<file path="src/design/lvb_pkg.sv">
// Constants, field layouts and types of the low-voltage buck control block.
// Assumes a 100 MHz system clock and word-aligned Avalon-MM byte addresses.
//
// Contract
// - One 5-bit output voltage code serves both run and standby states.
// - Code 0 gives 1.00 V, non-uniform steps, codes 27 and up give 4.10 V.
// - Code change while on discharges first, then re-enables at new level.
// - At power-up the voltage code loads from the OTP default field.
// - Run mode field loads autoskip if in power-up sequence, else off.
// - Standby mode field loads autoskip if in power-up sequence, else off.
// - Modes 00 off, 01 PWM, 10 PFM, 11 autoskip; current state applies.
// - A mode change sets the mode-change flag; unmasked, irq goes low.
// - Run to standby keeps the output voltage unless enable state changes.
// - Two-bit current limit select: 2.1, 2.6, 3.0 or 4.5 A.
// - Three-bit phase field defaults to 0 degrees and is writable while on.
// - Phase codes 000..110 give 45..315 degrees, code 111 gives 0 degrees.
// - Two-bit OTP inductor select: 1.0, 0.47, 1.5 uH, code 11 reserved.
package lvb_pkg;

    // ------------------------------------------------------------------
    // Register map, byte addresses
    // ------------------------------------------------------------------
    localparam logic [4:0] REG_VOLT   = 5'h00;
    localparam logic [4:0] REG_MODE   = 5'h04;
    localparam logic [4:0] REG_CFG    = 5'h08;
    localparam logic [4:0] REG_STATUS = 5'h0C;
    localparam logic [4:0] REG_IRQ    = 5'h10;

    // ------------------------------------------------------------------
    // Field positions
    // ------------------------------------------------------------------
    localparam int MODE_RUN_LSB  = 0;
    localparam int MODE_STBY_LSB = 2;
    localparam int CFG_ILIM_LSB  = 0;
    localparam int CFG_PHASE_LSB = 4;
    localparam int IRQ_FLAG_BIT  = 0;
    localparam int IRQ_MASK_BIT  = 1;
    localparam int ST_EN_BIT     = 2;
    localparam int ST_DIS_BIT    = 3;
    localparam int ST_LSEL_LSB   = 8;
    localparam int ST_MV_LSB     = 16;

    // ------------------------------------------------------------------
    // Modes and states
    // ------------------------------------------------------------------
    typedef enum logic [1:0] {
        LVB_OFF      = 2'h0,
        LVB_PWM      = 2'h1,
        LVB_PFM      = 2'h2,
        LVB_AUTOSKIP = 2'h3
    } lvb_mode_e;

    typedef enum logic [1:0] {
        SEQ_IDLE  = 2'h0,
        SEQ_DISCH = 2'h1,
        SEQ_REEN  = 2'h3
    } lvb_seq_e;

    // ------------------------------------------------------------------
    // Reset values and timing
    // ------------------------------------------------------------------
    localparam logic [4:0] VCODE_RST   = 5'h00;
    localparam logic [4:0] VCODE_CLAMP = 5'h1B;
    localparam logic [12:0] VMAX_MV    = 13'h1004;
    localparam logic [12:0] VMIN_MV    = 13'h03E8;
    localparam logic [2:0] PHASE_RST   = 3'h7;
    localparam logic [1:0] ILIM_RST    = 2'h0;
    localparam logic [1:0] LOAD_DELAY  = 2'h2;
    localparam int CLK_MHZ             = 100;
    localparam int DISCH_TIME_US       = 200;
    localparam int DISCH_CYCLES_DEF    = DISCH_TIME_US * CLK_MHZ;

endpackage : lvb_pkg

</file>
<file path="src/design/lvb_ctrl.sv">
// Digital control of the low-voltage buck: settings registers, mode
// selection, voltage change sequencing and the mode-change interrupt.
// Assumes an Avalon-MM master on mclk and static OTP straps on pins.
`timescale 1ns/1ns
`default_nettype none
module lvb_ctrl #(
    parameter int unsigned DISCH_CYCLES = lvb_pkg::DISCH_CYCLES_DEF
) (
    input  wire logic        mclk,
    input  wire logic        rst,
    input  wire logic [4:0]  avs_address,
    input  wire logic        avs_read,
    input  wire logic        avs_write,
    input  wire logic [31:0] avs_writedata,
    output logic      [31:0] avs_readdata,
    output logic             avs_waitrequest,
    input  wire logic        systemOn,
    input  wire logic        standbyState,
    input  wire logic        otpInPowerUpSeq,
    input  wire logic [4:0]  otpDefaultVoltageCode,
    input  wire logic [1:0]  otpInductorValueSelect,
    output logic      [4:0]  appliedVoltageCode,
    output logic      [12:0] setpointMv,
    output logic             regEnable,
    output logic             dischargeEn,
    output lvb_pkg::lvb_mode_e activeMode,
    output logic      [1:0]  currentLimitSelect,
    output logic      [2:0]  switchingPhaseSelect,
    output logic      [8:0]  phaseDeg,
    output logic      [1:0]  inductorValueSelect,
    output logic             irqOutN
);
    import lvb_pkg::*;

    localparam int CW = $clog2(DISCH_CYCLES + 1);
    localparam logic [CW-1:0] DISCH_LAST = CW'(DISCH_CYCLES - 1);

    // ------------------------------------------------------------------
    // Pin synchroniser
    // ------------------------------------------------------------------
    logic [9:0] pinRaw;
    logic [9:0] syncA, syncB;
    logic       sysOnS, stbyS, pupSeqS;
    logic [4:0] otpCodeS;
    logic [1:0] otpLselS;
    assign pinRaw = {systemOn, standbyState, otpInPowerUpSeq,
                     otpDefaultVoltageCode, otpInductorValueSelect};
    // Two flops on every pin; only the second stage is read.
    always_ff @(posedge mclk or posedge rst)
    begin
        if (rst)
        begin
            syncA <= 10'h000;
            syncB <= 10'h000;
        end
        else
        begin
            syncA <= pinRaw;
            syncB <= syncA;
        end
    end
    assign {sysOnS, stbyS, pupSeqS, otpCodeS, otpLselS} = syncB;
    // ------------------------------------------------------------------
    // Register file and bus slave
    // ------------------------------------------------------------------
    logic [1:0]  loadCnt, next_loadCnt;
    logic        loaded, next_loaded;
    logic [4:0]  outVoltageCode, next_outVoltageCode;
    lvb_mode_e   runMode, next_runMode;
    lvb_mode_e   stbyMode, next_stbyMode;
    logic [1:0]  curLim, next_curLim;
    logic [2:0]  phaseSel, next_phaseSel;
    logic [1:0]  lsel, next_lsel;
    logic        irqFlag, next_irqFlag;
    logic        irqMask, next_irqMask;
    logic        waitReq, next_waitReq;
    logic [31:0] rdData, next_rdData;
    logic        irqN, next_irqN;
    logic        wrEn, modeEvt;
    lvb_seq_e    seqState;

    // One wait state: a request is acknowledged in the cycle after it
    // appears and completes at the edge where waitrequest is seen low.
    always_comb
    begin
        next_loadCnt        = loadCnt;
        next_loaded         = loaded;
        next_outVoltageCode = outVoltageCode;
        next_runMode        = runMode;
        next_stbyMode       = stbyMode;
        next_curLim         = curLim;
        next_phaseSel       = phaseSel;
        next_lsel           = lsel;
        next_irqMask        = irqMask;
        next_waitReq        = 1'b1;
        next_rdData         = 32'h0000_0000;
        wrEn                = avs_write && !waitReq;
        // Straps are caught only after they cleared the synchroniser.
        if (!loaded)
        begin
            next_loadCnt = loadCnt + 2'h1;
            if (loadCnt == LOAD_DELAY)
            begin
                next_loaded         = 1'b1;
                next_outVoltageCode = otpCodeS;
                next_runMode  = pupSeqS ? LVB_AUTOSKIP : LVB_OFF;
                next_stbyMode = pupSeqS ? LVB_AUTOSKIP : LVB_OFF;
                next_lsel     = otpLselS;
            end
        end
        if (loaded && waitReq && (avs_read || avs_write))
        begin
            next_waitReq = 1'b0;
            if (avs_read)
            begin
                case (avs_address)
                    REG_VOLT:   next_rdData[4:0] = outVoltageCode;
                    REG_MODE:   next_rdData[3:0] = {stbyMode, runMode};
                    REG_CFG:    next_rdData[6:0] = {phaseSel, 2'h0, curLim};
                    REG_STATUS:
                    begin
                        next_rdData[1:0]  = activeMode;
                        next_rdData[ST_EN_BIT]  = regEnable;
                        next_rdData[ST_DIS_BIT] = dischargeEn;
                        next_rdData[5:4]  = seqState;
                        next_rdData[ST_LSEL_LSB +: 2] = lsel;
                        next_rdData[ST_MV_LSB +: 13]  = setpointMv;
                    end
                    REG_IRQ:    next_rdData[1:0] = {irqMask, irqFlag};
                    default:    next_rdData = 32'h0000_0000;
                endcase
            end
        end
        if (wrEn)
        begin
            case (avs_address)
                REG_VOLT: next_outVoltageCode = avs_writedata[4:0];
                REG_MODE:
                begin
                    next_runMode  =
                        lvb_mode_e'(avs_writedata[MODE_RUN_LSB +: 2]);
                    next_stbyMode =
                        lvb_mode_e'(avs_writedata[MODE_STBY_LSB +: 2]);
                end
                REG_CFG:
                begin
                    next_curLim   = avs_writedata[CFG_ILIM_LSB +: 2];
                    next_phaseSel = avs_writedata[CFG_PHASE_LSB +: 3];
                end
                REG_IRQ:  next_irqMask = avs_writedata[IRQ_MASK_BIT];
                default:  next_irqMask = irqMask;
            endcase
        end
        // A new mode event beats a clear in the same cycle.
        next_irqFlag = (irqFlag && !(wrEn && avs_address == REG_IRQ
                       && avs_writedata[IRQ_FLAG_BIT])) || modeEvt;
        next_irqN = !(next_irqFlag && !next_irqMask);
    end

    // Registers of the bus group.
    always_ff @(posedge mclk or posedge rst)
    begin
        if (rst)
        begin
            loadCnt        <= 2'h0;
            loaded         <= 1'b0;
            outVoltageCode <= VCODE_RST;
            runMode        <= LVB_OFF;
            stbyMode       <= LVB_OFF;
            curLim         <= ILIM_RST;
            phaseSel       <= PHASE_RST;
            lsel           <= 2'h0;
            irqFlag        <= 1'b0;
            irqMask        <= 1'b0;
            waitReq        <= 1'b1;
            rdData         <= 32'h0000_0000;
            irqN           <= 1'b1;
        end
        else
        begin
            loadCnt        <= next_loadCnt;
            loaded         <= next_loaded;
            outVoltageCode <= next_outVoltageCode;
            runMode        <= next_runMode;
            stbyMode       <= next_stbyMode;
            curLim         <= next_curLim;
            phaseSel       <= next_phaseSel;
            lsel           <= next_lsel;
            irqFlag        <= next_irqFlag;
            irqMask        <= next_irqMask;
            waitReq        <= next_waitReq;
            rdData         <= next_rdData;
            irqN           <= next_irqN;
        end
    end

    assign avs_waitrequest      = waitReq;
    assign avs_readdata         = rdData;
    assign irqOutN              = irqN;
    assign currentLimitSelect   = curLim;
    assign switchingPhaseSelect = phaseSel;
    assign inductorValueSelect  = lsel;

    // ------------------------------------------------------------------
    // Mode selection and voltage change sequencer
    // ------------------------------------------------------------------
    lvb_seq_e      next_seqState;
    logic [CW-1:0] dischCnt, next_dischCnt;
    logic [4:0]    next_appliedCode;
    lvb_mode_e     next_activeMode;
    logic          next_regEnable, next_dischargeEn;
    logic [12:0]   next_setpointMv;
    logic [8:0]    next_phaseDeg;

    lvb_setpoint_decode u_decode (
        .code       (next_appliedCode),
        .setpointMv (next_setpointMv)
    );
    // The code is only changed with the output dark, so the power stage
    // never slews between set points under load.
    always_comb
    begin
        next_seqState    = seqState;
        next_dischCnt    = dischCnt;
        next_appliedCode = appliedVoltageCode;
        next_activeMode  = (sysOnS && loaded)
                         ? (stbyS ? stbyMode : runMode) : LVB_OFF;
        modeEvt          = next_activeMode != activeMode;
        case (seqState)
            SEQ_IDLE:
            begin
                // Standby entry does not touch the code.
                if (outVoltageCode != appliedVoltageCode)
                begin
                    if (sysOnS && regEnable)
                    begin
                        next_seqState = SEQ_DISCH;
                        next_dischCnt = DISCH_LAST;
                    end
                    else
                    begin
                        next_appliedCode = outVoltageCode;
                    end
                end
            end
            SEQ_DISCH:
            begin
                next_dischCnt = dischCnt - CW'(1);
                if (dischCnt == '0)
                begin
                    next_seqState = SEQ_REEN;
                end
            end
            SEQ_REEN:
            begin
                next_appliedCode = outVoltageCode;
                next_seqState    = SEQ_IDLE;
            end
            default: next_seqState = SEQ_IDLE;
        endcase
        next_regEnable   = next_activeMode != LVB_OFF
                           && next_seqState == SEQ_IDLE;
        next_dischargeEn = !next_regEnable;
        next_phaseDeg    = (phaseSel == 3'h7) ? 9'h000
                         : 9'(({6'h00, phaseSel} + 9'h001) * 9'h02D);
    end

    // Registers of the sequencer group; code, set point, enable, discharge, mode and phase angle outputs come from here.
    always_ff @(posedge mclk or posedge rst)
    begin
        if (rst)
        begin
            seqState           <= SEQ_IDLE;
            dischCnt           <= '0;
            appliedVoltageCode <= VCODE_RST;
            activeMode         <= LVB_OFF;
            regEnable          <= 1'b0;
            dischargeEn        <= 1'b1;
            setpointMv         <= VMIN_MV;
            phaseDeg           <= 9'h000;
        end
        else
        begin
            seqState           <= next_seqState;
            dischCnt           <= next_dischCnt;
            appliedVoltageCode <= next_appliedCode;
            activeMode         <= next_activeMode;
            regEnable          <= next_regEnable;
            dischargeEn        <= next_dischargeEn;
            setpointMv         <= next_setpointMv;
            phaseDeg           <= next_phaseDeg;
        end
    end
endmodule : lvb_ctrl
`default_nettype wire

</file>
<file path="src/design/lvb_setpoint_decode.sv">
// Voltage code to set point decoder, result in millivolts.
// Purely combinational; the caller registers the result.
`timescale 1ns/1ns
`default_nettype none
module lvb_setpoint_decode (
    input  wire logic [4:0]  code,
    output logic      [12:0] setpointMv
);
    import lvb_pkg::*;

    // Non-uniform table; everything from the clamp code up saturates.
    always_comb
    begin
        case (code)
            5'h00:   setpointMv = 13'h03E8;
            5'h01:   setpointMv = 13'h044C;
            5'h02:   setpointMv = 13'h04B0;
            5'h03:   setpointMv = 13'h04E2;
            5'h04:   setpointMv = 13'h0514;
            5'h05:   setpointMv = 13'h0546;
            5'h06:   setpointMv = 13'h05DC;
            5'h07:   setpointMv = 13'h0640;
            5'h08:   setpointMv = 13'h0708;
            5'h09:   setpointMv = 13'h073A;
            5'h0A:   setpointMv = 13'h07D0;
            5'h0B:   setpointMv = 13'h0834;
            5'h0C:   setpointMv = 13'h0866;
            5'h0D:   setpointMv = 13'h08CA;
            5'h0E:   setpointMv = 13'h08FC;
            5'h0F:   setpointMv = 13'h0960;
            5'h10:   setpointMv = 13'h09C4;
            5'h11:   setpointMv = 13'h0AF0;
            5'h12:   setpointMv = 13'h0C4E;
            5'h13:   setpointMv = 13'h0C80;
            5'h14:   setpointMv = 13'h0CB2;
            5'h15:   setpointMv = 13'h0CE4;
            5'h16:   setpointMv = 13'h0D16;
            5'h17:   setpointMv = 13'h0D48;
            5'h18:   setpointMv = 13'h0DAC;
            5'h19:   setpointMv = 13'h0ED8;
            5'h1A:   setpointMv = 13'h0FA0;
            default: setpointMv = VMAX_MV;
        endcase
    end

endmodule : lvb_setpoint_decode
`default_nettype wire

</file>
<file path="config.mk">
export PLATFORM = sky130hd
export DESIGN_NAME = lvb_ctrl
export DESIGN_NICKNAME = d
export VERILOG_FILES = /design/src/design/lvb_pkg.sv /design/src/design/lvb_ctrl.sv /design/src/design/lvb_setpoint_decode.sv
export SDC_FILE = /design/constraint.sdc
export NUM_CORES = 1
export LEC_CHECK = 0
export ABC_AREA = 1
export ABC_CLOCK_PERIOD_IN_PS = 4200
export BUFFER_PORTS_ARGS = -buffer_cell sky130_fd_sc_hd__clkbuf_2
export CAP_MARGIN = 30
export CORE_MARGIN = 5
export CORE_UTILIZATION = 54
export CTS_CLUSTER_SIZE = 20
export DETAILED_ROUTE_END_ITERATION = 16
export HOLD_SLACK_MARGIN = 0.06
export PLACE_DENSITY_LB_ADDON = 0.1
export SLEW_MARGIN = 30
export SYNTH_ARGS = -nofsm -noshare
export SYNTH_HDL_FRONTEND = slang
export SYNTH_SLANG_ARGS = --single-unit
</file>
<file path="constraint.sdc">
create_clock -name mclk -period 4.2 [get_ports mclk]
set_clock_uncertainty 0.2 [all_clocks]
set_input_delay 0.84 -clock mclk [delete_from_list [all_inputs] [get_ports mclk]]
set_output_delay 0.84 -clock mclk [all_outputs]
set_load 0.005 [all_outputs]
</file>
==> impl_metrics.yaml <==
global_route:
  grt_antenna_before_repair: 0
  grt_start_max_net_pins: 77
  first_pass_grt_wire_length_mm: 21.45
  grt_util_all_layers: 0.2086
  globalRoute.totalOverflow: 0
  number_of_global_route_vias_before_repair: 4575
setup_path:
  cp_class: "flop to flop"
  critical_path.max_fanout: 6
  critical_path.reg2reg.startpoint: "switchingPhaseSelect[0]$_DFFE_PP1P_"
  endpoint_kind: "flop"
  cp_data_arrival_time_ps: 3280
  rr_endpoint: "phaseDeg[8]$_DFF_PP0_"
  endpoint: "phaseDeg[8]$_DFF_PP0_"
  worstRegToRegCells: 14
  worstPathRequired_ps: 4320
  worst-r2r-setup-slack_ps: 1040
  startpoint_type: "flop"
  worstSetupStartpoint: "switchingPhaseSelect[0]$_DFFE_PP1P_"
timing:
  finalCriticalPeriod_ps: 3161
  max_freq_mhz: 316.3
  tightest_slew_ps: 673.7
  finalSetupTns_ps: 0
  report.final.setup_viol: 0
  final_max_slew_violation_count: 0
  final_min_period_over_clock_period: 0.7527
  grt_setup_unrepaired: "no"
  maxSlewHeadroom: 0.5509
  timing_hold_violations_final: 0
synthesis:
  async_sr_flop_fraction: 1.000
  syn_inst: 684
  synthMostInstantiatedCell: "nand2_1"
  synth_top_area_frac: 0.4394
  complex_gate_fraction_of_the_synthesized_area: 0.07190
  synth.top_cells.by_area: "dfrtp_1, nand2_1, nor2_1, dfstp_2, ha_1"
  synthesized_area_fraction_occupied_by_and_or_nand_nor_cells: 0.2519
  number_of_distinct_library_cells_after_synthesis: 35
  synth_fa_ha_area_frac: 0.06036
  synth.mux.area_fraction: 0.003995
  ys_ff_latch: 111
  synth_top_family_by_area: "simple AND/OR/NAND/NOR gates"
  synth-seq-area-share: 0.4953
  yosys_synthesis_warning_count: 0
  synth_area_per_cell_um2: 8.243
  synth_largest_area_cell: "dfrtp_1"
  synth-main-ff-cell: "dfrtp_1"
  xor_xnor_fraction_of_synth_area: 0.02796
  synth.cell_area_um2: 5638
  synth-edff-count: 0
  synth.top_cells.by_count: "nand2_1, dfrtp_1, nor2_1, inv_1, nand3_1"
die:
  io_pins: 123
  fp-row-count: 37
  chipWidth_um: 112.2
  die_area_um2: 12580
  die_height_um: 112.2
  floorplan.initialDensity: 0.5486
  core_region_area_um2: 10280
pwr:
  powerDensity_nw_per_um2: 711.3
  power.share.switching: 0.4542
  p_clk_frac: 0.154
  p_seq_frac: 0.339
  ir_drop_v: 0.0006718
  intPower_mw: 2.470
  power_switching_mw: 2.056
  design_power_total_mw: 4.526
  p_leak_nw: 3.435
  combPwrFrac: 0.507
placement:
  hpwlAfterDp_mm: 9.325
  placed_area_um2: 6145
  numPortBuffers: 85
  final_weighted_congestion_of_routability_driven_global_placement: 0.9018
clocking:
  cts_hold_buf: 0
  ctsLongestPathBuffers: 2
  tritoncts.num_buffers: 9
  numClockSinks: 111
  ctsHtreeMaxLevel: 3
  insertion_delay_ps: 380
  post_cts_resize_count: 0
  tritoncts: "yes"
  clk_transition_reported_paths_ps: 90
  buffer_cell_driving_the_clock_tree_root: "clkbuf_8"
  postCtsSetupRepairBufs: 0
route:
  dr_total_vias: 4576
  avgViaCountPerCell: 5.007
  detailed_routing_iteration_count_for_the_pre_antenna_repair_pass: 4
  drt-total-wl_mm: 12.31
  detail_route.drc_violations: 0
  drt-initial-drc-count: 281
  routed_wire_per_std_cell_um: 13.46
  ant_nets: 0
final_layout:
  nFillCells: 939
  multi_input_comb_area_um2: 2391
  postLayoutCellArea_um2: 6362
  design.final.nets: 850
  area.sequential_um2: 2793
  drive_gt1_frac: 0.1877
  diodes: 0
  syn_to_final_growth_pct: 12.85
run:
  max_cap_violations: 0
hold_path:
  min_path_type: "flop to flop"
run_status:
  result_of_the_run: "completed"
-- layout make-up --
type                            count  share of cell area
Timing Repair Buffer               89             0.07158
Sequential cell                   111              0.4389
Tap cell                          136             0.02675
Clock buffer                       12             0.02281
Multi-Input combinational cell    474              0.3758
Clock inverter                      4             0.01101
Inverter                           88             0.05310
-- state kept, by name, indices dropped and copies added (netlist names), 3 cells and up --
name and flops:
avs_readdata 21, dischCnt 15, setpointMv 12, syncA 10
syncB 10, phaseDeg 9, appliedVoltageCode 5, outVoltageCode 5
switchingPhaseSelect 3
-- power groups by stage --
stage,clock (mW),combinational (mW),sequential (mW)
2_1_floorplan,0,1.79,1.52
3_3_place_gp,0,2.26,1.55
3_5_place_dp,0,2.28,1.56
4_1_cts,0.718,2.30,1.54
5_1_grt,0.751,2.65,1.57
6_report,0.697,2.29,1.53
-- per-stage QoR --
| stage | std cells | hold slack [ps] | utilization | worst slack (ps) |
|---|---|---|---|---|
| detailed placement | 898 | 134.7 | 0.5979 | 1095 |
| CTS | 914 | 157.1 | 0.6188 | 1045 |
| floorplan | 695 | 131.2 | - | 249.2 |
| global route | 914 | 171.2 | 0.6191 | 794.8 |
| finish | 914 | 153.8 | 0.6191 | 1039 |
| global placement | 898 | 132.3 | 0.5979 | 1149 |
-- worst min path at each step --
stage,end,cells past startpoint,slack (ps),from
floorplan,syncB[0]$_DFF_PP0_,0,130,syncA[0]$_DFF_PP0_
global placement,syncB[8]$_DFF_PP0_,0,130,syncA[8]$_DFF_PP0_
detailed placement,syncB[4]$_DFF_PP0_,0,130,syncA[4]$_DFF_PP0_
CTS,syncB[9]$_DFF_PP0_,0,160,syncA[9]$_DFF_PP0_
global route,syncB[4]$_DFF_PP0_,0,170,syncA[4]$_DFF_PP0_
finish,syncB[4]$_DFF_PP0_,0,150,syncA[4]$_DFF_PP0_
-- worst max-delay path, cell delays in order, from the launching register on --
cell and delay, ps:
dfstp_2 610, ha_1 190, ha_1 290, xor2_1 210, fa_1 540, inv_1 50
ha_1 320, a21oi_1 150, nand2_1 80, nand2_1 80, nand2_1 60, a21o_1 160
nand2_1 50, nand2_1 50, nor2_1 70
-- cells by family after synthesis --
kind of cell,count (synthesis)
muxes,2
adders and majority gates,26
DFF,111
and+or+nand+nor,343
other,1
buffers and inverters,110
xor gates and xnor gates,18
AOI/OAI and AO/OA,73
-- metal layers --
metal | track usage | wire length [um]
met5 | 0 | 0
met3 | 0.03504 | 747
met1 | 0.2850 | 5645
met4 | 0.07051 | 186
met2 | 0.3401 | 5726
-- cell usage in the layout, fill, tap and decap left out, drive strengths merged, types with 16 or more instances in the layout --
cell	count
dfrtp	99
inv	85
o21ai	44
ha	24
nor2	85
nand2	205
nand3	43
clkbuf	97
a21oi	16
No activity file was read; power rests on OpenSTA's default activity.
